## src/pkg/irq_ctrl_pkg.sv

```systemverilog
// shared constants and types of the nested priority interrupt controller
package irq_ctrl_pkg;
    localparam int NVEC = 30;
    localparam int NEXT = 2;
    localparam int NPIN = 4;
    localparam int NPER = 28;
    localparam int NFLD = 32;
    localparam int APB_AW = 8;

    // two-bit level codes as held in prio_hi_bit:prio_lo_bit
    localparam logic [1:0] LVL0 = 2'h2;
    localparam logic [1:0] LVL1 = 2'h1;
    localparam logic [1:0] LVL2 = 2'h0;
    localparam logic [1:0] LVL3 = 2'h3;
    localparam logic [1:0] SPR_RST = 2'h3;

    // program memory vectors
    localparam logic [23:0] RESET_VEC = 24'h008000;
    localparam logic [23:0] TRAP_VEC = 24'h008004;
    localparam logic [23:0] VEC_BASE = 24'h008008;

    // maskable vectors able to leave halt (external lines and the first peripheral)
    localparam logic [NVEC-1:0] HALT_WAKE = 30'h00000007;

    // register byte offsets
    localparam logic [APB_AW-1:0] SPR_OFS = 8'h00;
    localparam logic [APB_AW-1:0] SPR_END = 8'h1c;
    localparam logic [APB_AW-1:0] GCFG_OFS = 8'h20;
    localparam logic [APB_AW-1:0] EXTCFG_OFS = 8'h24;
    localparam logic [APB_AW-1:0] STAT_OFS = 8'h28;
    localparam logic [APB_AW-1:0] PEND_OFS = 8'h2c;

    // field positions
    localparam int GCFG_STAY = 0;
    localparam int EXT_SEL_LSB = 0;
    localparam int EXT_LVL_LSB = 8;
    localparam int EXT_EN_LSB = 10;
    localparam int EXTCFG_W = 12;
    localparam logic [EXTCFG_W-1:0] EXTCFG_RST = 12'h000;
    localparam logic GCFG_STAY_RST = 1'b0;

    typedef enum logic [2:0] {
        OP_NONE, OP_MASK_ALL, OP_UNMASK, OP_RETURN,
        OP_WAIT_IRQ, OP_WAIT_EVENT, OP_HALT, OP_TRAP
    } coreOp_t;

    typedef enum logic [1:0] {PWR_RUN, PWR_WAIT, PWR_LPWAIT, PWR_HALT} pwrMode_t;

    typedef struct packed {
        logic start;
        logic stack;
        logic [23:0] vector;
    } svc_t;

    typedef struct packed {
        logic psel;
        logic penable;
        logic pwrite;
        logic [APB_AW-1:0] paddr;
        logic [31:0] pwdata;
    } apbReq_t;
endpackage

```

## src/rtl/nested_irq_ctrl.sv

```systemverilog
// nested priority interrupt controller: arbitration, servicing, low-power wake
// Functional notes
// - service starts only at an instruction boundary or while in wait, low-power wait or halt
// - maskable service entry asks the core to stack the full context
// - entry loads the level bits with the vector's programmed priority
// - reset, trap and maskable vectors sit at fixed four-byte steps
// - return restores the popped level bits and resumes the program
// - level codes: 10 lowest, 01, 00, 11 highest and masking all
// - unmask always sets level 0, even after mask-all inside a routine
// - highest programmed priority wins, ties go to higher hardware priority
// - edge-sensed external requests stay latched until they win or a pending-register write clears them
// - reset and trap rank above every maskable source
// - reset and trap ignore the level; only trap stacks; level becomes 3
// - trap cannot leave halt, reset can; reset starts at level 3
// - maskable vector needs enable and priority above current level
// - selected pins of one external line are ORed together
// - level-sensed external request persists while its level is present
// - peripheral request needs both status flag and its enable
// - peripheral clear sequence drops the latched request
// - wait leaves on any interrupt; low-power wait only on reset or event
// - halt wake services the best wake-capable request first
// - request during halt: halt completes then wakes at once
// - halt is skipped while a peripheral request is pending
// - stay-asleep bit returns to sleep, context saved only once
// - writing level 0 code into a priority field is ignored
module nested_irq_ctrl (
    input wire logic ref_clk,
    input wire logic resetn,
    input wire irq_ctrl_pkg::apbReq_t apbIn,
    output logic [31:0] prdata,
    output logic pready,
    output logic pslverr,
    input wire logic instrEnd,
    input wire irq_ctrl_pkg::coreOp_t instrOp,
    input wire logic [1:0] popLevel,
    input wire logic resetIrq,
    input wire logic eventIn,
    input wire logic [7:0] extPin,
    input wire logic [27:0] periphFlag,
    input wire logic [27:0] periphIrqEn,
    input wire logic [27:0] periphClear,
    output irq_ctrl_pkg::svc_t svc,
    output logic [1:0] curLevel,
    output irq_ctrl_pkg::pwrMode_t pwrMode,
    output logic lpRunMode,
    output logic haltSkip,
    output logic sleepReturn
);
    localparam int NVEC = irq_ctrl_pkg::NVEC;
    localparam int NEXT = irq_ctrl_pkg::NEXT;
    localparam int NPIN = irq_ctrl_pkg::NPIN;

    logic [irq_ctrl_pkg::NFLD-1:0][1:0] spr_reg;
    logic stay_reg;
    logic [irq_ctrl_pkg::EXTCFG_W-1:0] extCfg_reg;
    logic [1:0] level_reg;
    irq_ctrl_pkg::pwrMode_t pwr_reg;
    irq_ctrl_pkg::pwrMode_t sleepKind_reg;
    logic ctxHeld_reg;
    logic lpRun_reg;
    logic rstPend_reg;
    logic [7:0] pinMeta_reg;
    logic [7:0] pinSync_reg;
    logic [NEXT-1:0] linePrev_reg;
    logic [NEXT-1:0] extPend_reg;
    logic [irq_ctrl_pkg::NPER-1:0] perPend_reg;
    logic [31:0] rdata_reg;
    irq_ctrl_pkg::svc_t svc_reg;
    logic haltSkip_reg;
    logic sleepRet_reg;

    function automatic logic [1:0] rank(input logic [1:0] code);
        unique case (code)
            irq_ctrl_pkg::LVL0: rank = 2'h0;
            irq_ctrl_pkg::LVL1: rank = 2'h1;
            irq_ctrl_pkg::LVL2: rank = 2'h2;
            irq_ctrl_pkg::LVL3: rank = 2'h3;
        endcase
    endfunction

    // external lines: synchronise pins, then OR the selected ones
    logic [NEXT-1:0] lineReq;
    logic [NEXT-1:0] lineLevel;
    logic [NEXT-1:0] lineEn;
    always_comb
    begin
        for (int l = 0; l < NEXT; l++)
        begin
            lineReq[l] = |(pinSync_reg[l*NPIN +: NPIN]
                & extCfg_reg[irq_ctrl_pkg::EXT_SEL_LSB + l*NPIN +: NPIN]);
            lineLevel[l] = extCfg_reg[irq_ctrl_pkg::EXT_LVL_LSB + l];
            lineEn[l] = extCfg_reg[irq_ctrl_pkg::EXT_EN_LSB + l];
        end
    end

    always_ff @(posedge ref_clk)
    begin
        if (!resetn)
        begin
            pinMeta_reg <= 8'h00;
            pinSync_reg <= 8'h00;
            linePrev_reg <= '0;
        end
        else
        begin
            pinMeta_reg <= extPin;
            pinSync_reg <= pinMeta_reg;
            linePrev_reg <= lineReq;
        end
    end

    // arbitration
    logic [NVEC-1:0] pend;
    logic [NVEC-1:0] cand;
    logic found;
    logic [4:0] best;
    logic [1:0] bestRank;
    always_comb
    begin
        pend = {perPend_reg, extPend_reg & lineEn};
        for (int i = 0; i < NVEC; i++)
        begin
            cand[i] = pend[i] && (rank(spr_reg[i]) > rank(level_reg))
                && (pwr_reg != irq_ctrl_pkg::PWR_HALT || irq_ctrl_pkg::HALT_WAKE[i]);
        end
    end

    always_comb
    begin
        found = 1'b0;
        best = 5'h00;
        bestRank = 2'h0;
        // ascending scan with strict compare keeps the lowest index on ties
        for (int i = 0; i < NVEC; i++)
        begin
            if (cand[i] && (!found || rank(spr_reg[i]) > bestRank))
            begin
                found = 1'b1;
                best = 5'(i);
                bestRank = rank(spr_reg[i]);
            end
        end
    end

    logic boundary;
    logic asleep;
    logic fireRst;
    logic fireTrap;
    logic fireMask;
    logic fire;
    logic doStack;
    logic [23:0] vecAddr;
    logic perAny;
    always_comb
    begin
        boundary = instrEnd && pwr_reg == irq_ctrl_pkg::PWR_RUN;
        asleep = pwr_reg == irq_ctrl_pkg::PWR_WAIT || pwr_reg == irq_ctrl_pkg::PWR_HALT;
        perAny = |perPend_reg;
        fireRst = rstPend_reg && (boundary || pwr_reg != irq_ctrl_pkg::PWR_RUN);
        fireTrap = !fireRst && boundary && instrOp == irq_ctrl_pkg::OP_TRAP;
        fireMask = !rstPend_reg && !fireTrap && found && (boundary || asleep);
        fire = fireRst || fireTrap || fireMask;
        doStack = fireTrap || (fireMask && !(ctxHeld_reg && asleep));
        if (fireRst)
            vecAddr = irq_ctrl_pkg::RESET_VEC;
        else if (fireTrap)
            vecAddr = irq_ctrl_pkg::TRAP_VEC;
        else
            vecAddr = irq_ctrl_pkg::VEC_BASE + {17'h00000, best, 2'h0};
    end

    always_ff @(posedge ref_clk)
    begin
        if (!resetn)
            svc_reg <= '0;
        else
        begin
            svc_reg.start <= fire;
            svc_reg.stack <= fire && doStack;
            svc_reg.vector <= fire ? vecAddr : svc_reg.vector;
        end
    end

    // reset source stays latched until its vector is taken
    always_ff @(posedge ref_clk)
    begin
        if (!resetn)
            rstPend_reg <= 1'b0;
        else if (resetIrq)
            rstPend_reg <= 1'b1;
        else if (fireRst)
            rstPend_reg <= 1'b0;
    end

    // request latches
    logic [31:0] pendW1c;
    logic apbWrite;
    always_comb
    begin
        apbWrite = apbIn.psel && apbIn.penable && apbIn.pwrite;
        pendW1c = (apbWrite && apbIn.paddr == irq_ctrl_pkg::PEND_OFS) ? apbIn.pwdata : 32'h0;
    end

    always_ff @(posedge ref_clk)
    begin
        if (!resetn)
            extPend_reg <= '0;
        else
        begin
            for (int l = 0; l < NEXT; l++)
            begin
                if (lineLevel[l])
                    extPend_reg[l] <= lineReq[l];
                else if (lineReq[l] && !linePrev_reg[l])
                    extPend_reg[l] <= 1'b1;
                else if ((fireMask && best == 5'(l)) || pendW1c[l])
                    extPend_reg[l] <= 1'b0;
            end
        end
    end

    // the clear drops what was pending; a flag raised in that same cycle still wins
    always_ff @(posedge ref_clk)
    begin
        if (!resetn)
            perPend_reg <= '0;
        else
            perPend_reg <= (perPend_reg & ~periphClear) | (periphFlag & periphIrqEn);
    end

    // current level bits
    always_ff @(posedge ref_clk)
    begin
        if (!resetn)
            level_reg <= irq_ctrl_pkg::LVL3;
        else if (fireRst || fireTrap)
            level_reg <= irq_ctrl_pkg::LVL3;
        else if (fireMask)
            level_reg <= spr_reg[best];
        else if (boundary)
        begin
            unique case (instrOp)
                irq_ctrl_pkg::OP_MASK_ALL: level_reg <= irq_ctrl_pkg::LVL3;
                irq_ctrl_pkg::OP_UNMASK: level_reg <= irq_ctrl_pkg::LVL0;
                irq_ctrl_pkg::OP_RETURN:
                    level_reg <= (stay_reg && ctxHeld_reg) ? irq_ctrl_pkg::LVL0 : popLevel;
                irq_ctrl_pkg::OP_WAIT_IRQ,
                irq_ctrl_pkg::OP_WAIT_EVENT,
                irq_ctrl_pkg::OP_HALT: level_reg <= irq_ctrl_pkg::LVL0;
                irq_ctrl_pkg::OP_NONE,
                irq_ctrl_pkg::OP_TRAP: level_reg <= level_reg;
            endcase
        end
    end

    // power mode sequencing
    always_ff @(posedge ref_clk)
    begin
        if (!resetn)
        begin
            pwr_reg <= irq_ctrl_pkg::PWR_RUN;
            sleepKind_reg <= irq_ctrl_pkg::PWR_WAIT;
            haltSkip_reg <= 1'b0;
            sleepRet_reg <= 1'b0;
        end
        else
        begin
            haltSkip_reg <= 1'b0;
            sleepRet_reg <= 1'b0;
            if (fire)
                pwr_reg <= irq_ctrl_pkg::PWR_RUN;
            else
            begin
                unique case (pwr_reg)
                    irq_ctrl_pkg::PWR_RUN:
                    begin
                        if (boundary && instrOp == irq_ctrl_pkg::OP_WAIT_IRQ)
                        begin
                            pwr_reg <= irq_ctrl_pkg::PWR_WAIT;
                            sleepKind_reg <= irq_ctrl_pkg::PWR_WAIT;
                        end
                        else if (boundary && instrOp == irq_ctrl_pkg::OP_WAIT_EVENT)
                            pwr_reg <= irq_ctrl_pkg::PWR_LPWAIT;
                        else if (boundary && instrOp == irq_ctrl_pkg::OP_HALT)
                        begin
                            if (perAny)
                                haltSkip_reg <= 1'b1;
                            else
                            begin
                                pwr_reg <= irq_ctrl_pkg::PWR_HALT;
                                sleepKind_reg <= irq_ctrl_pkg::PWR_HALT;
                            end
                        end
                        else if (boundary && instrOp == irq_ctrl_pkg::OP_RETURN
                            && stay_reg && ctxHeld_reg)
                        begin
                            pwr_reg <= sleepKind_reg;
                            sleepRet_reg <= 1'b1;
                        end
                    end
                    irq_ctrl_pkg::PWR_LPWAIT:
                        if (eventIn)
                            pwr_reg <= irq_ctrl_pkg::PWR_RUN;
                    irq_ctrl_pkg::PWR_WAIT,
                    irq_ctrl_pkg::PWR_HALT: pwr_reg <= pwr_reg;
                endcase
            end
        end
    end

    // event wake from low-power wait lands in low-power run
    always_ff @(posedge ref_clk)
    begin
        if (!resetn)
            lpRun_reg <= 1'b0;
        else if (fireRst)
            lpRun_reg <= 1'b0;
        else if (pwr_reg == irq_ctrl_pkg::PWR_LPWAIT && eventIn)
            lpRun_reg <= 1'b1;
    end

    // nested returns while the context is held also go back to sleep;
    // software clears the stay bit in the outermost routine to resume main
    always_ff @(posedge ref_clk)
    begin
        if (!resetn)
            ctxHeld_reg <= 1'b0;
        else if (fireRst)
            ctxHeld_reg <= 1'b0;
        else if (fireMask && asleep && stay_reg)
            ctxHeld_reg <= 1'b1;
        else if (boundary && instrOp == irq_ctrl_pkg::OP_RETURN && !stay_reg)
            ctxHeld_reg <= 1'b0;
    end

    // register bus
    logic mapped;
    logic [31:0] rdMux;
    logic [4:0] fldBase;
    always_comb
    begin
        mapped = apbIn.paddr[1:0] == 2'h0 && apbIn.paddr <= irq_ctrl_pkg::PEND_OFS;
        fldBase = {apbIn.paddr[4:2], 2'h0};
        rdMux = 32'h0;
        if (apbIn.paddr <= irq_ctrl_pkg::SPR_END)
            rdMux = {24'h000000, spr_reg[fldBase +: 4]};
        else if (apbIn.paddr == irq_ctrl_pkg::GCFG_OFS)
            rdMux = {31'h0, stay_reg};
        else if (apbIn.paddr == irq_ctrl_pkg::EXTCFG_OFS)
            rdMux = {20'h00000, extCfg_reg};
        else if (apbIn.paddr == irq_ctrl_pkg::STAT_OFS)
            rdMux = {26'h0, ctxHeld_reg, lpRun_reg, 2'(pwr_reg), level_reg};
        else if (apbIn.paddr == irq_ctrl_pkg::PEND_OFS)
            rdMux = {2'h0, pend};
    end

    always_ff @(posedge ref_clk)
    begin
        if (!resetn)
            rdata_reg <= 32'h0;
        else if (apbIn.psel && !apbIn.penable)
            rdata_reg <= rdMux;
    end

    always_ff @(posedge ref_clk)
    begin
        if (!resetn)
        begin
            spr_reg <= {irq_ctrl_pkg::NFLD{irq_ctrl_pkg::SPR_RST}};
            stay_reg <= irq_ctrl_pkg::GCFG_STAY_RST;
            extCfg_reg <= irq_ctrl_pkg::EXTCFG_RST;
        end
        else if (apbWrite)
        begin
            for (int j = 0; j < irq_ctrl_pkg::NFLD; j++)
            begin
                if (apbIn.paddr <= irq_ctrl_pkg::SPR_END && 3'(j / 4) == apbIn.paddr[4:2]
                    && apbIn.pwdata[2*(j%4) +: 2] != irq_ctrl_pkg::LVL0)
                    spr_reg[j] <= apbIn.pwdata[2*(j%4) +: 2];
            end
            if (apbIn.paddr == irq_ctrl_pkg::GCFG_OFS)
                stay_reg <= apbIn.pwdata[irq_ctrl_pkg::GCFG_STAY];
            if (apbIn.paddr == irq_ctrl_pkg::EXTCFG_OFS)
                extCfg_reg <= apbIn.pwdata[irq_ctrl_pkg::EXTCFG_W-1:0];
        end
    end

    assign prdata = rdata_reg;
    assign pready = 1'b1;
    assign pslverr = apbIn.psel && apbIn.penable && !mapped;
    assign svc = svc_reg;
    assign curLevel = level_reg;
    assign pwrMode = pwr_reg;
    assign lpRunMode = lpRun_reg;
    assign haltSkip = haltSkip_reg;
    assign sleepReturn = sleepRet_reg;
endmodule

```

## config.mk

```make
export PLATFORM = sky130hd
export DESIGN_NAME = nested_irq_ctrl
export DESIGN_NICKNAME = d
export VERILOG_FILES = /design/src/pkg/irq_ctrl_pkg.sv /design/src/rtl/nested_irq_ctrl.sv
export SDC_FILE = /design/constraint.sdc
export NUM_CORES = 1
export LEC_CHECK = 0
export ABC_CLOCK_PERIOD_IN_PS = 117600
export BUFFER_PORTS_ARGS = -buffer_cell sky130_fd_sc_hd__buf_2
export CAP_MARGIN = 15
export CELL_PAD_IN_SITES_DETAIL_PLACEMENT = 0
export CELL_PAD_IN_SITES_GLOBAL_PLACEMENT = 1
export CORE_MARGIN = 2
export CORE_UTILIZATION = 48
export CTS_BUF_LIST = sky130_fd_sc_hd__clkbuf_16
export DETAILED_ROUTE_END_ITERATION = 8
export PLACE_DENSITY_LB_ADDON = 0.1
export SLEW_MARGIN = 10
export SYNTH_ARGS = -nofsm -noshare
export SYNTH_HDL_FRONTEND = slang
export SYNTH_SLANG_ARGS = --single-unit
```

## constraint.sdc

```tcl
create_clock -name ref_clk -period 117.6 [get_ports ref_clk]
set_clock_uncertainty 0.15 [all_clocks]
set_input_delay 5.88 -clock ref_clk [delete_from_list [all_inputs] [get_ports ref_clk]]
set_output_delay 5.88 -clock ref_clk [all_outputs]
set_load 0.1 [all_outputs]
```

Yosys cells after proc, flatten, opt, wreduce, memory -nomap -nowiden
Index checks and enable logic that the tools add are counted.
{"block": "totals", "reg_bits": 194, "inputBits": 145, "output_inout_bits": 67, "word_cells": 733}
{"block": "classes", "add_sub_neg": 1, "magnitude_cmp": 62, "eq_ne": 126, "shifts": 2, "mux": 155, "bitwise": 12, "n_reduce_logical": 323}
{"op": "case mux 2 bit (4 select lines)", "count": 31}
{"op": "logical AND 1 bit", "count": 157}
{"op": "2-to-1 mux 30 bit", "count": 5}
{"op": "2-to-1 mux 5 bit", "count": 28}
{"op": "equality test 2 bit (second input constant)", "count": 64}
{"op": "greater-than comparator 2 bit", "count": 59}
{"op": "2-to-1 mux 2 bit", "count": 43}
{"op": "AND reduction 2 bit", "count": 35}
{"op": "zero test 2 bit", "count": 33}
{"op": "equality test 2 x 1 -> 1 bit (second input constant)", "count": 32}
{"op": "variable part select 32 x 6 -> 4 bit", "count": 2}
{"op": "bitwise AND 28 bit", "count": 2}
{"op": "2-to-1 mux 1 bit", "count": 43}
{"op": "zero test 1 bit", "count": 38}
{"op": "logical OR 1 bit", "count": 37}
{"op": "2-to-1 mux 17 bit", "count": 2}
{"op": "equality test 8 x 6 -> 1 bit (second input constant)", "count": 4}
{"op": "NOT 28 bit", "count": 1}
{"op": "OR 28 bit", "count": 1}
{"op": "OR reduction 28 bit", "count": 1}
{"op": "adder 16 x 7 -> 17 bit (first input constant)", "count": 1}
{"op": "!= test 2 bit (second input constant)", "count": 8}
{"op": "equality test 3 bit (first input constant)", "count": 4}
{"op": "equality test 3 bit (second input constant)", "count": 4}
{"op": "26 further kinds", "count": 46}

Depth between registers and ports, before layout
Gate-level depths: netlist of run 1.
{"block": "logic_depth", "depth_word": 128, "depth_mapped": 224, "ltp_nobuf": 224}

Least setup slack after synthesis of run 1
Ideal clock, no wire load.
{"block": "synth_path", "path_type": "register to register", "start": "register level_reg[0], in the netlist curLevel[0]", "end": "register extPend_reg[1]", "setup_ns": 0.120, "arrival_time_ns": 38.618, "slack_ns": 78.712, "stages_incl_launch_ff": 206, "n_path_buf": 0, "path_cell_list": "dfxtp_1 > inv_1 > ha_1 > nor2_1 > ha_1 > nand2_1 > o2111a_1 > nand2_1 > ha_1 > nor2b_1 > o21ai_0 > a211oi_1 > or2_2 > ha_1 > nor2b_1 > a2bb2oi_1 > a21oi_2 > or3_1 > (+170 left out) > a31oi_4 > a41o_1 > ha_1 > nor2b_1 > o21ai_0 > a21o_1 > mux2_2 > ha_1 > nor2b_1 > o21ai_0 > a21o_1 > nand2_1 > or4_1 > or2_1 > nor2_1 > nand2_1 > o211ai_1 > nand2_1"}
{"block": "synth_between", "elab_chain_cells": 126}
{"element": "from (decl)", "line_no": "nested_irq_ctrl.sv:56", "text": "logic [1:0] level_reg;"}
{"element": "from (signal assigned)", "line_no": "nested_irq_ctrl.sv:235", "text": "level_reg <= irq_ctrl_pkg::LVL3;"}
{"element": "from (signal assigned)", "line_no": "nested_irq_ctrl.sv:237", "text": "level_reg <= irq_ctrl_pkg::LVL3;"}
{"element": "from (signal assigned)", "line_no": "nested_irq_ctrl.sv:239", "text": "level_reg <= spr_reg[best];"}
{"element": "equality test 2 bit (tied with other cells)", "line_no": "nested_irq_ctrl.sv:73", "text": "unique case (code)"}
{"element": "case mux 2 bit (4 select lines) *", "line_no": "nested_irq_ctrl.sv:73"}
{"element": "parallel branches: the longest is 121 deep, another holds greater-than comparator 2 bit"}
{"element": "logical AND 1 bit *", "line_no": "nested_irq_ctrl.sv:216", "text": "else if ((fireMask && best == 5'(l)) || pendW1c[l])"}
{"element": "logical OR 1 bit *", "line_no": "nested_irq_ctrl.sv:216"}
{"element": "nonzero test 3 bit (no source line) *"}
{"element": "to (signal, indexed assignment)", "line_no": "nested_irq_ctrl.sv:213", "text": "extPend_reg[l] <= lineReq[l];"}
{"element": "to (decl)", "line_no": "nested_irq_ctrl.sv:65", "text": "logic [NEXT-1:0] extPend_reg;"}
Mark *: on every way between the ends.
A chain may end at the register's enable or synchronous reset.

Worst setup path after layout of run 1
Same ends and word-level chain as after synthesis.

==> results of run 1 <==
==> cell type report <==
class                      instances  area [um2]  share of cell area
clock inverter                    15         185              0.0112
tap                              396         495              0.0300
multi-input combinational       1461       10600               0.643
timing repair buffer             181         933              0.0565
inverter                          99         372              0.0225
clock buffer                      17         425              0.0257
sequential                       174        3480               0.211
==> power by group through the flow <==
stage	clock network, uW	logic [uW]	registers, uW
after detailed placement	0	236	64.6
after global routing	62.9	263	63.5
after global placement	0	231	64.5
final	59.4	239	63.2
after CTS	60.8	237	63.2
after floorplan	0	177	72.5
==> cell families after synthesis <==
logic type,count (synthesis),synth area share
AOI/OAI and AO/OA,491,0.255
xor gates and xnor gates,1,0.000592
adders and majority gates,193,0.163
buffers and inverters,171,0.0506
DFF,174,0.236
muxes,76,0.0654
other,2,0.000508
and+or+nand+nor,680,0.229
==> synth_stat cells, types with 5 or more instances <==
cell and number:
or3_1 10, o31a_1 5, a21boi_0 33, nor2b_1 80, or2_2 13, o221ai_1 9, clkbuf_1 42, buf_4 21
ha_1 191, or2_1 5, nor3_1 25, o2111ai_1 21, nand3_1 52, o21ai_0 53, o211ai_1 62, a211oi_1 12
a21o_1 17, o2111a_1 9, inv_1 99, and2_1 29, a21oi_1 55, nor4_1 13, a31oi_1 22, a221oi_1 8
nand4b_1 7, o21ai_1 9, o31ai_1 5, dfxtp_1 174, o21bai_1 29, o21a_1 15, nand2b_1 37, nor2_1 134
nor3b_1 7, o211a_1 9, a211o_1 9, a22oi_1 44, nand2_1 235, mux2i_1 55, mux2_2 5, mux4_2 16
==> worst max-delay path, delay by kind of cell (launching register included) <==
family | cells | cell delay, ns
adder cells (fa/ha/maj) | 32 | 8.74
AND/OR/NAND/NOR | 78 | 13.49
buffers and inverters | 8 | 0.63
multiplexers | 3 | 1.10
AO/OA/AOI/OAI | 86 | 19.06
flip-flops | 1 | 0.52
==> per-stage QoR <==
stage / instance area (um2) / power (uW) / std cells / utilization / hold WS [ns]
after floorplan: 14900 / 249 / 1806 / - / 0.262
after global placement: 15900 / 296 / 2310 / 0.523 / 0.272
after detailed placement: 15900 / 301 / 2311 / 0.523 / 0.272
after CTS: 16500 / 361 / 2343 / 0.543 / 0.290
after global routing: 16500 / 390 / 2343 / 0.543 / 0.307
final: 16500 / 362 / 2343 / 0.543 / 0.286
==> worst min path at each step <==
| stage | from | end | slack [ns] |
|---|---|---|---|
| final | pinMeta_reg[6]$_SDFF_PN0_ | pinSync_reg[6]$_SDFF_PN0_ | 0.29 |
| after global routing | pinMeta_reg[6]$_SDFF_PN0_ | pinSync_reg[6]$_SDFF_PN0_ | 0.31 |
| after CTS | pinMeta_reg[3]$_SDFF_PN0_ | pinSync_reg[3]$_SDFF_PN0_ | 0.29 |
| after detailed placement | pinMeta_reg[3]$_SDFF_PN0_ | pinSync_reg[3]$_SDFF_PN0_ | 0.27 |
| after global placement | pinMeta_reg[6]$_SDFF_PN0_ | pinSync_reg[6]$_SDFF_PN0_ | 0.27 |
| after floorplan | pinMeta_reg[0]$_SDFF_PN0_ | pinSync_reg[0]$_SDFF_PN0_ | 0.26 |
==> layer usage <==
layer | GRT usage | wire, um | vias to the layer above
li1 | - | - | 6828
met1 | 0.362 | 20400 | 6595
met2 | 0.497 | 22500 | 438
met3 | 0.0423 | 2320 | 73
met4 | 0.100 | 1460 | 0
met5 | 0 | 0 | -
==> results.md, run 1 <==
- Post-CTS Setup Bufs: 0
- Total CTS buffers: 17
- Data arrival time of the critical path: 44.09 ns
- Crit end category: register
- Layout cells sized above 1: 0.148
- I/O pins: 212
- Worst path slowest cell: a2111oi_0
- Cell taking the most area after synthesis: dfxtp_1
- Power per standard cell area: 21.9 nW/um2
- Row count: 64
- Critical path class: reg2reg
- Clk_lat worst skew: 0.47 ns
- Starting Density: 0.486
- Run status: finished clean
- H-tree level count: 4
- Most common cell after layout, fill and taps aside: nand2_1
- Fin worst setup slack: 73.71 ns
- Dpl ws: 74.38 ns
- Switching share of power: 0.511
- Sequential element share of the synthesized area: 0.236
- Setup TNS: 0 ns
- Setup violators final: 0
- Period utilization: 0.373
- TritonRoute pass-1 iters: 5
- Vias/cell: 5.95
- Number of flops mapped to enable cells by yosys: 0
- Final Max Tran Viols: 0
- Worst-path maximum fanout: 9
- R2R Setup Slk: 73.71 ns
- R2R Path Start: curLevel[0]$_SDFFE_PP1P_
- Sink Count: 174
- CP most frequent cell: ha_1
- Antenna diode count: 0
- RSZ-0062 raised after global routing: false
- Longest Clk Path Bufs: 2
- Most frequent cells in the layout: nand2_1 (235), ha_1 (191), dfxtp_1 (174)
- HPWL after detailed placement: 36,100 um
- Static Leak: 0.00774 uW
- Proportion of synthesized flip-flops having asynchronous set or reset: 0
- All-Layer GR Usage: 0.286
- R2R depth: 207
- #FFs+latches synth: 174
- Yosys top cell area share: 0.236
- Clock power frac: 0.164
- Clock-pin slew on the worst setup and hold paths: 0.09 ns
- Initial antenna violation count: 0
- CTS tree: yes
- Worst rel slew slack: 0.240
- DRT antenna net count: 0
- Syn Area/Cell: 8.27 um2
- Routed wire length: 46,600 um
- Combinational share of power: 0.661
- Resize count post-CTS: 0
- Hold Path Class: reg2reg
- Max-cap viol count: 0
- Iteration-0 DRC Markers: 997
- Synthesized area: 14,800 um2
- Unique masters post-synth: 106
- Max VDD drop: 0.0155 mV
- RD Place Congestion: 0.902
- Hold Path Cell Cnt: 1
- Crit path from: curLevel[0]$_SDFFE_PP1P_
- FILL cells: 2,927
- Sequential share of power: 0.175
- Largest net degree at the start of global routing: 85
- Startpoint Class: register
- Vias in the first global route: 13,200
- RR Endpoint: extPend_reg[1]$_SDFFE_PN0P_
- Die H: 180 um
- Internal Power: 177 uW
- Critical Path Sink: extPend_reg[1]$_SDFFE_PN0P_
- Root Buffer: clkbuf_16
- Final Hold Vio Count: 0
- Slew @ Worst Pin: 1.13 ns
- PortBufs: 171
- Die Area: 32,200 um2
- Total congestion overflow: 0
- NetSw: 185 uW
- Largest cells by area after synthesis: dfxtp_1 (24%), ha_1 (16%), nand2_1 (6.0%), mux2i_1 (3.7%), nor2_1 (3.4%)
- Fin nets: 2,270
- Period minus WS final: 43.89 ns
- Flip-flop count of the largest register after layout: 64
- Die Width: 180 um
- WL per Instance: 19.9 um
- Core area: 30,400 um2
- Number of cells produced by synthesis: 1,788
- Primary FF master, synth: dfxtp_1
- Post-CTS Hold Buffers: 0
- Global-route wire length before repair: 73,300 um
- F_max: 22.8 MHz
- Area Growth Syn to Fin: 11.8%
- Vias: 13,900
- # DRC: 0
- Max incr delay on CP: 0.68 ns
- Critical Path RT: 117.80 ns
- Synth warnings: 0
(Power assumes the default switching activity.)
==> run 2, diff against run 1 <==
Settings changed: ABC_CLOCK_PERIOD_IN_PS 117600 to 35100, CORE_UTILIZATION 48 to 40.
Clock period 117.6 ns to 35.1 ns, I/O delays scaled along.
==> run 2 against run 1 <==
The run now ends with negative setup slack left. Sequential power rose to 3.4 times the previous value. Largest power group unchanged. Die area is 20% higher. Critical path depth grew 10.
==> results.md, run 2 (same netlist as run 1, synthesis figures left out) <==
- TritonRoute pass-1 iters: 5 (unchanged)
- Core area: 36,500 um2 (+20%)
- Static Leak: 0.00932 uW (+20%)
- Most frequent cells in the layout: buf_4 (273), nand2_1 (223), dfxtp_1 (171)
- Die H: 196 um (+9.3%)
- NetSw: 830 uW (+350%)
- Critical path class: reg2reg
- Hold Path End: pinSync_reg[6]$_SDFF_PN0_
- Max incr delay on CP: 0.54 ns (-0.14 ns)
- Dpl ws: -1.88 ns (-76.27 ns)
- Switching share of power: 0.457 (-0.0538)
- I/O pins: 212 (unchanged)
- CTS tree: yes
- Placed cell count: 2,547 (+10%)
- Row count: 70 (+9.4%)
- Combinational share of power: 0.772 (+0.111)
- PortBufs: 171 (unchanged)
- Layout cells sized above 1: 0.336 (+0.187)
- Die Width: 196 um (+9.3%)
- Area Growth Syn to Fin: 35.6%
- Total congestion overflow: 0 (unchanged)
- Root Buffer: clkbuf_16
- R2R Path Start: curLevel[0]$_SDFFE_PP1P_
- Worst rel slew slack: 0.276 (+0.0359)
- Sink Count: 174 (unchanged)
- Run status: finished with violations
- Initial antenna violation count: 0 (unchanged)
- Longest Clk Path Bufs: 2 (unchanged)
- # DRC: 0 (unchanged)
- RR Endpoint: curLevel[0]$_SDFFE_PP1P_
- Clk_lat worst skew: 0.47 ns (about the same)
- Vias in the first global route: 14,200 (+7.2%)
- Total power: 1810 uW (+400%)
- Die Area: 38,500 um2 (+20%)
- Final Max Tran Viols: 0 (unchanged)
- FILL cells: 3,426 (+17%)
- Max VDD drop: 0.0591 mV (+280%)
- CP most frequent cell: ha_4
- Data arrival time of the critical path: 36.59 ns (-7.50 ns)
- Fin nets: 2,552 (+12%)
- Multi-input gate area: 11,900 um2 (+12%)
- Period minus WS final: 36.35 ns (-7.54 ns)
- CP top delay family: compound AO/OA/AOI/OAI gates
- F_max: 27.5 MHz (+21%)
- HPWL after detailed placement: 38,600 um (+7.2%)
- Register area: 3490 um2 (+0.25%)
- Power per standard cell area: 90.5 nW/um2 (+310%)
- RD Place Congestion: 0.909 (+0.82%)
- Period utilization: 1.04 (+0.662)
- Clock-pin slew on the worst setup and hold paths: 0.09 ns (about the same)
- Vias/cell: 5.63 (-5.4%)
- Finished Layout Cells: 2,697 (+15%)
- Fin worst setup slack: -1.25 ns (-74.96 ns)
- Crit end category: register
- Max-cap viol count: 0 (unchanged)
- Post-CTS Hold Buffers: 0 (unchanged)
- Hold path start: pinMeta_reg[6]$_SDFF_PN0_
- Worst-path maximum fanout: 5 (-4)
- Clock power frac: 0.111 (-0.053)
- Global-route wire length before repair: 78,700 um (+7.4%)
- Hold Path Cell Cnt: 1 (unchanged)
- Starting Density: 0.405 (-0.0811)
- Total CTS buffers: 17 (unchanged)
- RSZ-0062 raised after global routing: true
- Final Hold Vio Count: 0 (unchanged)
- Hold Path Class: reg2reg
- Fin Hold WS: 0.285 ns (-0.00134 ns)
- Most common cell after layout, fill and taps aside: buf_4
- Slew @ Worst Pin: 1.08 ns (-0.0443 ns)
- Vias: 15,200 (+8.9%)
- All-Layer GR Usage: 0.264 (-0.0225)
- R2R Setup Slk: -1.25 ns (-74.96 ns)
- DRT antenna net count: 0 (unchanged)
- H-tree level count: 4 (unchanged)
- Failing checks: negative setup slack
- Setup violators final: 10 (+10)
- Critical Path RT: 35.34 ns (-82.46 ns)
- Largest net degree at the start of global routing: 86 (+1.2%)
- Flip-flop count of the largest register after layout: 64 (unchanged)
- WL per Instance: 19.6 um (-1.5%)
- Buffers & Inverters on Critical Path: 15 (+7)
- Sequential share of power: 0.117 (-0.058)
- Worst path slowest cell: or4_4
- Routed wire length: 52,900 um (+13%)
- Startpoint Class: register
- Internal Power: 985 uW (+460%)
- Antenna diode count: 0 (unchanged)
- Iteration-0 DRC Markers: 840 (-16%)
- R2R depth: 217 (+4.8%)
==> run 2: layout make-up <==
class	instances	share of cell area
sequential	174	0.174
clock inverter	15	0.00948
inverter	99	0.0188
multi-input combinational	1463	0.591
tap	468	0.0292
clock buffer	17	0.0212
timing repair buffer	461	0.156
==> run 2: power groups by stage <==
| stage | Clock, uW | Combinational, uW | Sequential, uW |
|---|---|---|---|
| 3_5_place_dp | 0 | 1030 | 217 |
| 4_1_cts | 206 | 1140 | 212 |
| 5_1_grt | 214 | 1490 | 213 |
| 6_report | 201 | 1400 | 212 |
| 3_3_place_gp | 0 | 1010 | 217 |
| 2_1_floorplan | 0 | 643 | 243 |
==> run 2: through the flow <==
step | setup TNS (ns) | instance area (um2) | utilization
2_1_floorplan | -1.63 | 15200 | -
3_3_place_gp | -10.89 | 17600 | 0.481
3_5_place_dp | -15.02 | 17600 | 0.481
4_1_cts | -7.40 | 19000 | 0.521
5_1_grt | -26.89 | 20100 | 0.549
6_report | -9.67 | 20100 | 0.549
==> run 2: routing by layer <==
layer	wire [um]	GRT usage	share of wire	vias to the layer above
li1	-	-	-	7402
met2	25900	0.463	0.49	425
met5	0	0	0	-
met4	1720	0.0976	0.032	0
met1	22700	0.331	0.43	7252
met3	2590	0.0306	0.049	93
==> run 2: what timing repair did <==
item,4_1_cts,5_1_grt
setup endpoints to repair,10,10
pin swaps,67,145
gates cloned,0,2
setup buffers,75,49
resized for setup,55,136
==> run 2: worst max-delay path by stage <==
stage	slack, ns	from	endpoint	depth (start not counted)
CTS	-1.02	curLevel[1]$_SDFFE_PP1P_	curLevel[0]$_SDFFE_PP1P_	218
finish	-1.25	curLevel[0]$_SDFFE_PP1P_	curLevel[0]$_SDFFE_PP1P_	217
global placement	-1.50	curLevel[1]$_SDFFE_PP1P_	curLevel[0]$_SDFFE_PP1P_	215
detailed placement	-1.88	curLevel[1]$_SDFFE_PP1P_	curLevel[0]$_SDFFE_PP1P_	218
global route	-2.97	curLevel[0]$_SDFFE_PP1P_	curLevel[0]$_SDFFE_PP1P_	217
floorplan	-0.39	curLevel[0]$_SDFFE_PP1P_	extPend_reg[1]$_SDFFE_PN0P_	211
==> run 3, diff against run 2 <==
Settings changed: ABC_CLOCK_PERIOD_IN_PS 35100 to unset, CORE_UTILIZATION 40 to 48.
Clock period 35.1 ns to 46.3 ns, I/O delays scaled along.
==> run 3 against run 2 <==
The flow now finishes without violations. Core utilization down 0.55 points. Register-to-register slack better by 5.0 ns. Flip-flop and latch count stayed put. Die area decreased by 16%. Routed wire length fell by 12%. First-iteration DRC count increased by 5.2%. Global-route usage up 2.0 points. Critical path depth is 10 lower. Power shrank 49%. Critical endpoint is now extPend_reg[1]$_SDFFE_PN0P_. Largest power group unchanged.
==> results.md, run 3 (same netlist as run 1, synthesis figures left out) <==
- Data arrival time of the critical path: 42.73 ns (+6.14 ns)
- H-tree level count: 4 (unchanged)
- Total congestion overflow: 0 (unchanged)
- HPWL after detailed placement: 35,800 um (-7.3%)
- Vias in the first global route: 12,900 (-8.7%)
- Core area: 30,400 um2 (-17%)
- Global-route wire length before repair: 72,300 um (-8.2%)
- Total CTS buffers: 17 (unchanged)
- R2R Setup Slk: 3.77 ns (+5.02 ns)
- Startpoint Class: register
- Flip-flop count of the largest register after layout: 64 (unchanged)
- Fin nets: 2,272 (-11%)
- Final Max Tran Viols: 0 (unchanged)
- CTS tree: yes
- Largest net degree at the start of global routing: 85 (-1.2%)
- Hold Path End: pinSync_reg[5]$_SDFF_PN0_
- I/O pins: 212 (unchanged)
- # DRC: 0 (unchanged)
- M2 GR Usage: 0.488 (+0.0249)
- Final Hold Vio Count: 0 (unchanged)
- Crit end category: register
- CP most frequent cell: ha_1
- Root Buffer: clkbuf_16
- Vias: 13,800 (-9.1%)
- GR Util met1: 0.355 (+0.0231)
- Iteration-0 DRC Markers: 884 (+5.2%)
- Run status: finished clean
- Antenna diode count: 0 (unchanged)
- R2R Path Start: curLevel[0]$_SDFFE_PP1P_
- Worst path slowest cell: or4_1
- FILL cells: 2,918 (-15%)
- Longest Clk Path Bufs: 2 (unchanged)
- Core Util, Final: 0.544 (-0.00548)
- Critical path class: reg2reg
- Die H: 180 um (-8.5%)
- PortBufs: 171 (unchanged)
- Hold path start: pinMeta_reg[5]$_SDFF_PN0_
- Most frequent cells in the layout: nand2_1 (235), ha_1 (191), dfxtp_1 (174)
- TritonRoute pass-1 iters: 5 (unchanged)
- All-Layer GR Usage: 0.284 (+0.0202)
- RSZ-0062 raised after global routing: false
- Gr busiest metal: met2
- Period minus WS final: 42.53 ns (+6.18 ns)
- Die Width: 180 um (-8.5%)
- Most common cell after layout, fill and taps aside: nand2_1
- Sink Count: 174 (unchanged)
- RD Place Congestion: 0.902 (-0.81%)
- WL per Instance: 19.8 um (+1.0%)
- Worst-path maximum fanout: 9 (+4)
- Die Area: 32,200 um2 (-16%)
- Starting Density: 0.486 (+0.0811)
- Max-cap viol count: 0 (unchanged)
- Initial antenna violation count: 0 (unchanged)
- Power per standard cell area: 55.9 nW/um2 (-38%)
- Clock-pin slew on the worst setup and hold paths: 0.08 ns (about the same)
- F_max: 23.5 MHz (-15%)
- Post-CTS Hold Buffers: 0 (unchanged)
- Area Growth Syn to Fin: 11.9%
- Max VDD drop: 0.0410 mV (-31%)
- Setup violators final: 0 (-10)
- M3 GR Usage: 0.0521 (+0.0215)
- Period utilization: 0.919 (-0.117)
- Critical Path RT: 46.50 ns (+11.16 ns)
- Slew @ Worst Pin: 1.09 ns (+0.00684 ns)
- Hold Path Class: reg2reg
- Crit path from: curLevel[0]$_SDFFE_PP1P_
- DRT antenna net count: 0 (unchanged)
- Routed wire length: 46,400 um (-12%)
- Worst rel slew slack: 0.266 (-0.0107)
- Static Leak: 0.00775 uW (-17%)
- Layout cells sized above 1: 0.150 (-0.185)
- Vias/cell: 5.88 (+4.6%)
- Max incr delay on CP: 0.71 ns (+0.17 ns)
- Fin Hold WS: 0.285 ns (+0.000435 ns)
- Clk_lat worst skew: 0.47 ns (about the same)
- RR Endpoint: extPend_reg[1]$_SDFFE_PN0P_
- Hold Path Cell Cnt: 1 (unchanged)
- R2R depth: 207 (-4.6%)
- Setup TNS: 0 ns (+9.67 ns)
- Row count: 64 (-8.6%)
-- run 3: changes by cell type in the layout (fill, tap and decap cells not counted), sizes merged --
cell	previous run	this run
buf	461	183
a21o	20	18
clkinv	7	5
bufinv	0	1
inv	105	106
-- run 3: power breakdown --
part	switching, uW	internal (uW)
clock network	73.0	76.8
logic	389	225
registers	5.45	155
-- run 3: per-layer routing --
layer | part of all wire | wire [um] | vias to the layer above
met1 | 0.43 | 20100 | 6475
met3 | 0.060 | 2780 | 54
li1 | - | - | 6839
met4 | 0.033 | 1530 | 0
met2 | 0.47 | 22000 | 427
met5 | 0 | 0 | -
-- run 3: what timing repair did --
item,in CTS,in global routing
endpoints found under the setup margin,0,6
resized for setup,0,4
setup buffers,0,2
-- run 3: layout make-up --
| type | count | area [um2] | area share |
|---|---|---|---|
| multi-input cells | 1461 | 10600 | 0.644 |
| well taps | 396 | 495 | 0.0300 |
| flip-flops and latches | 174 | 3480 | 0.211 |
| clock inverters | 15 | 170 | 0.0103 |
| clock buffers | 17 | 425 | 0.0257 |
| repair buffers | 183 | 946 | 0.0572 |
| inverters | 99 | 372 | 0.0225 |
-- run 3: critical path: cells and delay by family, from the launching register on --
family	cells	cell delay [ns]
AO/OA/AOI/OAI	86	17.93
AND/OR/NAND/NOR	77	13.18
flip-flops	1	0.52
adder cells (fa/ha/maj)	33	8.79
multiplexers	3	1.09
buffers and inverters	8	0.61
-- run 3: through the flow --
stage / setup WS [ns] / total power, uW / std cells / area [um2]
global route: 0.101 / 996 / 2345 / 16500
finish: 3.77 / 924 / 2345 / 16500
detailed placement: 3.46 / 762 / 2311 / 15900
CTS: 3.13 / 914 / 2343 / 16500
global placement: 3.66 / 752 / 2310 / 15900
floorplan: 7.41 / 632 / 1806 / 14900
-- run 3: how the worst max path moves through the flow --
stage,depth (start not counted),end
after floorplan,205,extPend_reg[1]$_SDFFE_PN0P_
after global routing,209,extPend_reg[1]$_SDFFE_PN0P_
after global placement,207,extPend_reg[1]$_SDFFE_PN0P_
after CTS,208,extPend_reg[1]$_SDFFE_PN0P_
final,207,extPend_reg[1]$_SDFFE_PN0P_
after detailed placement,207,extPend_reg[1]$_SDFFE_PN0P_
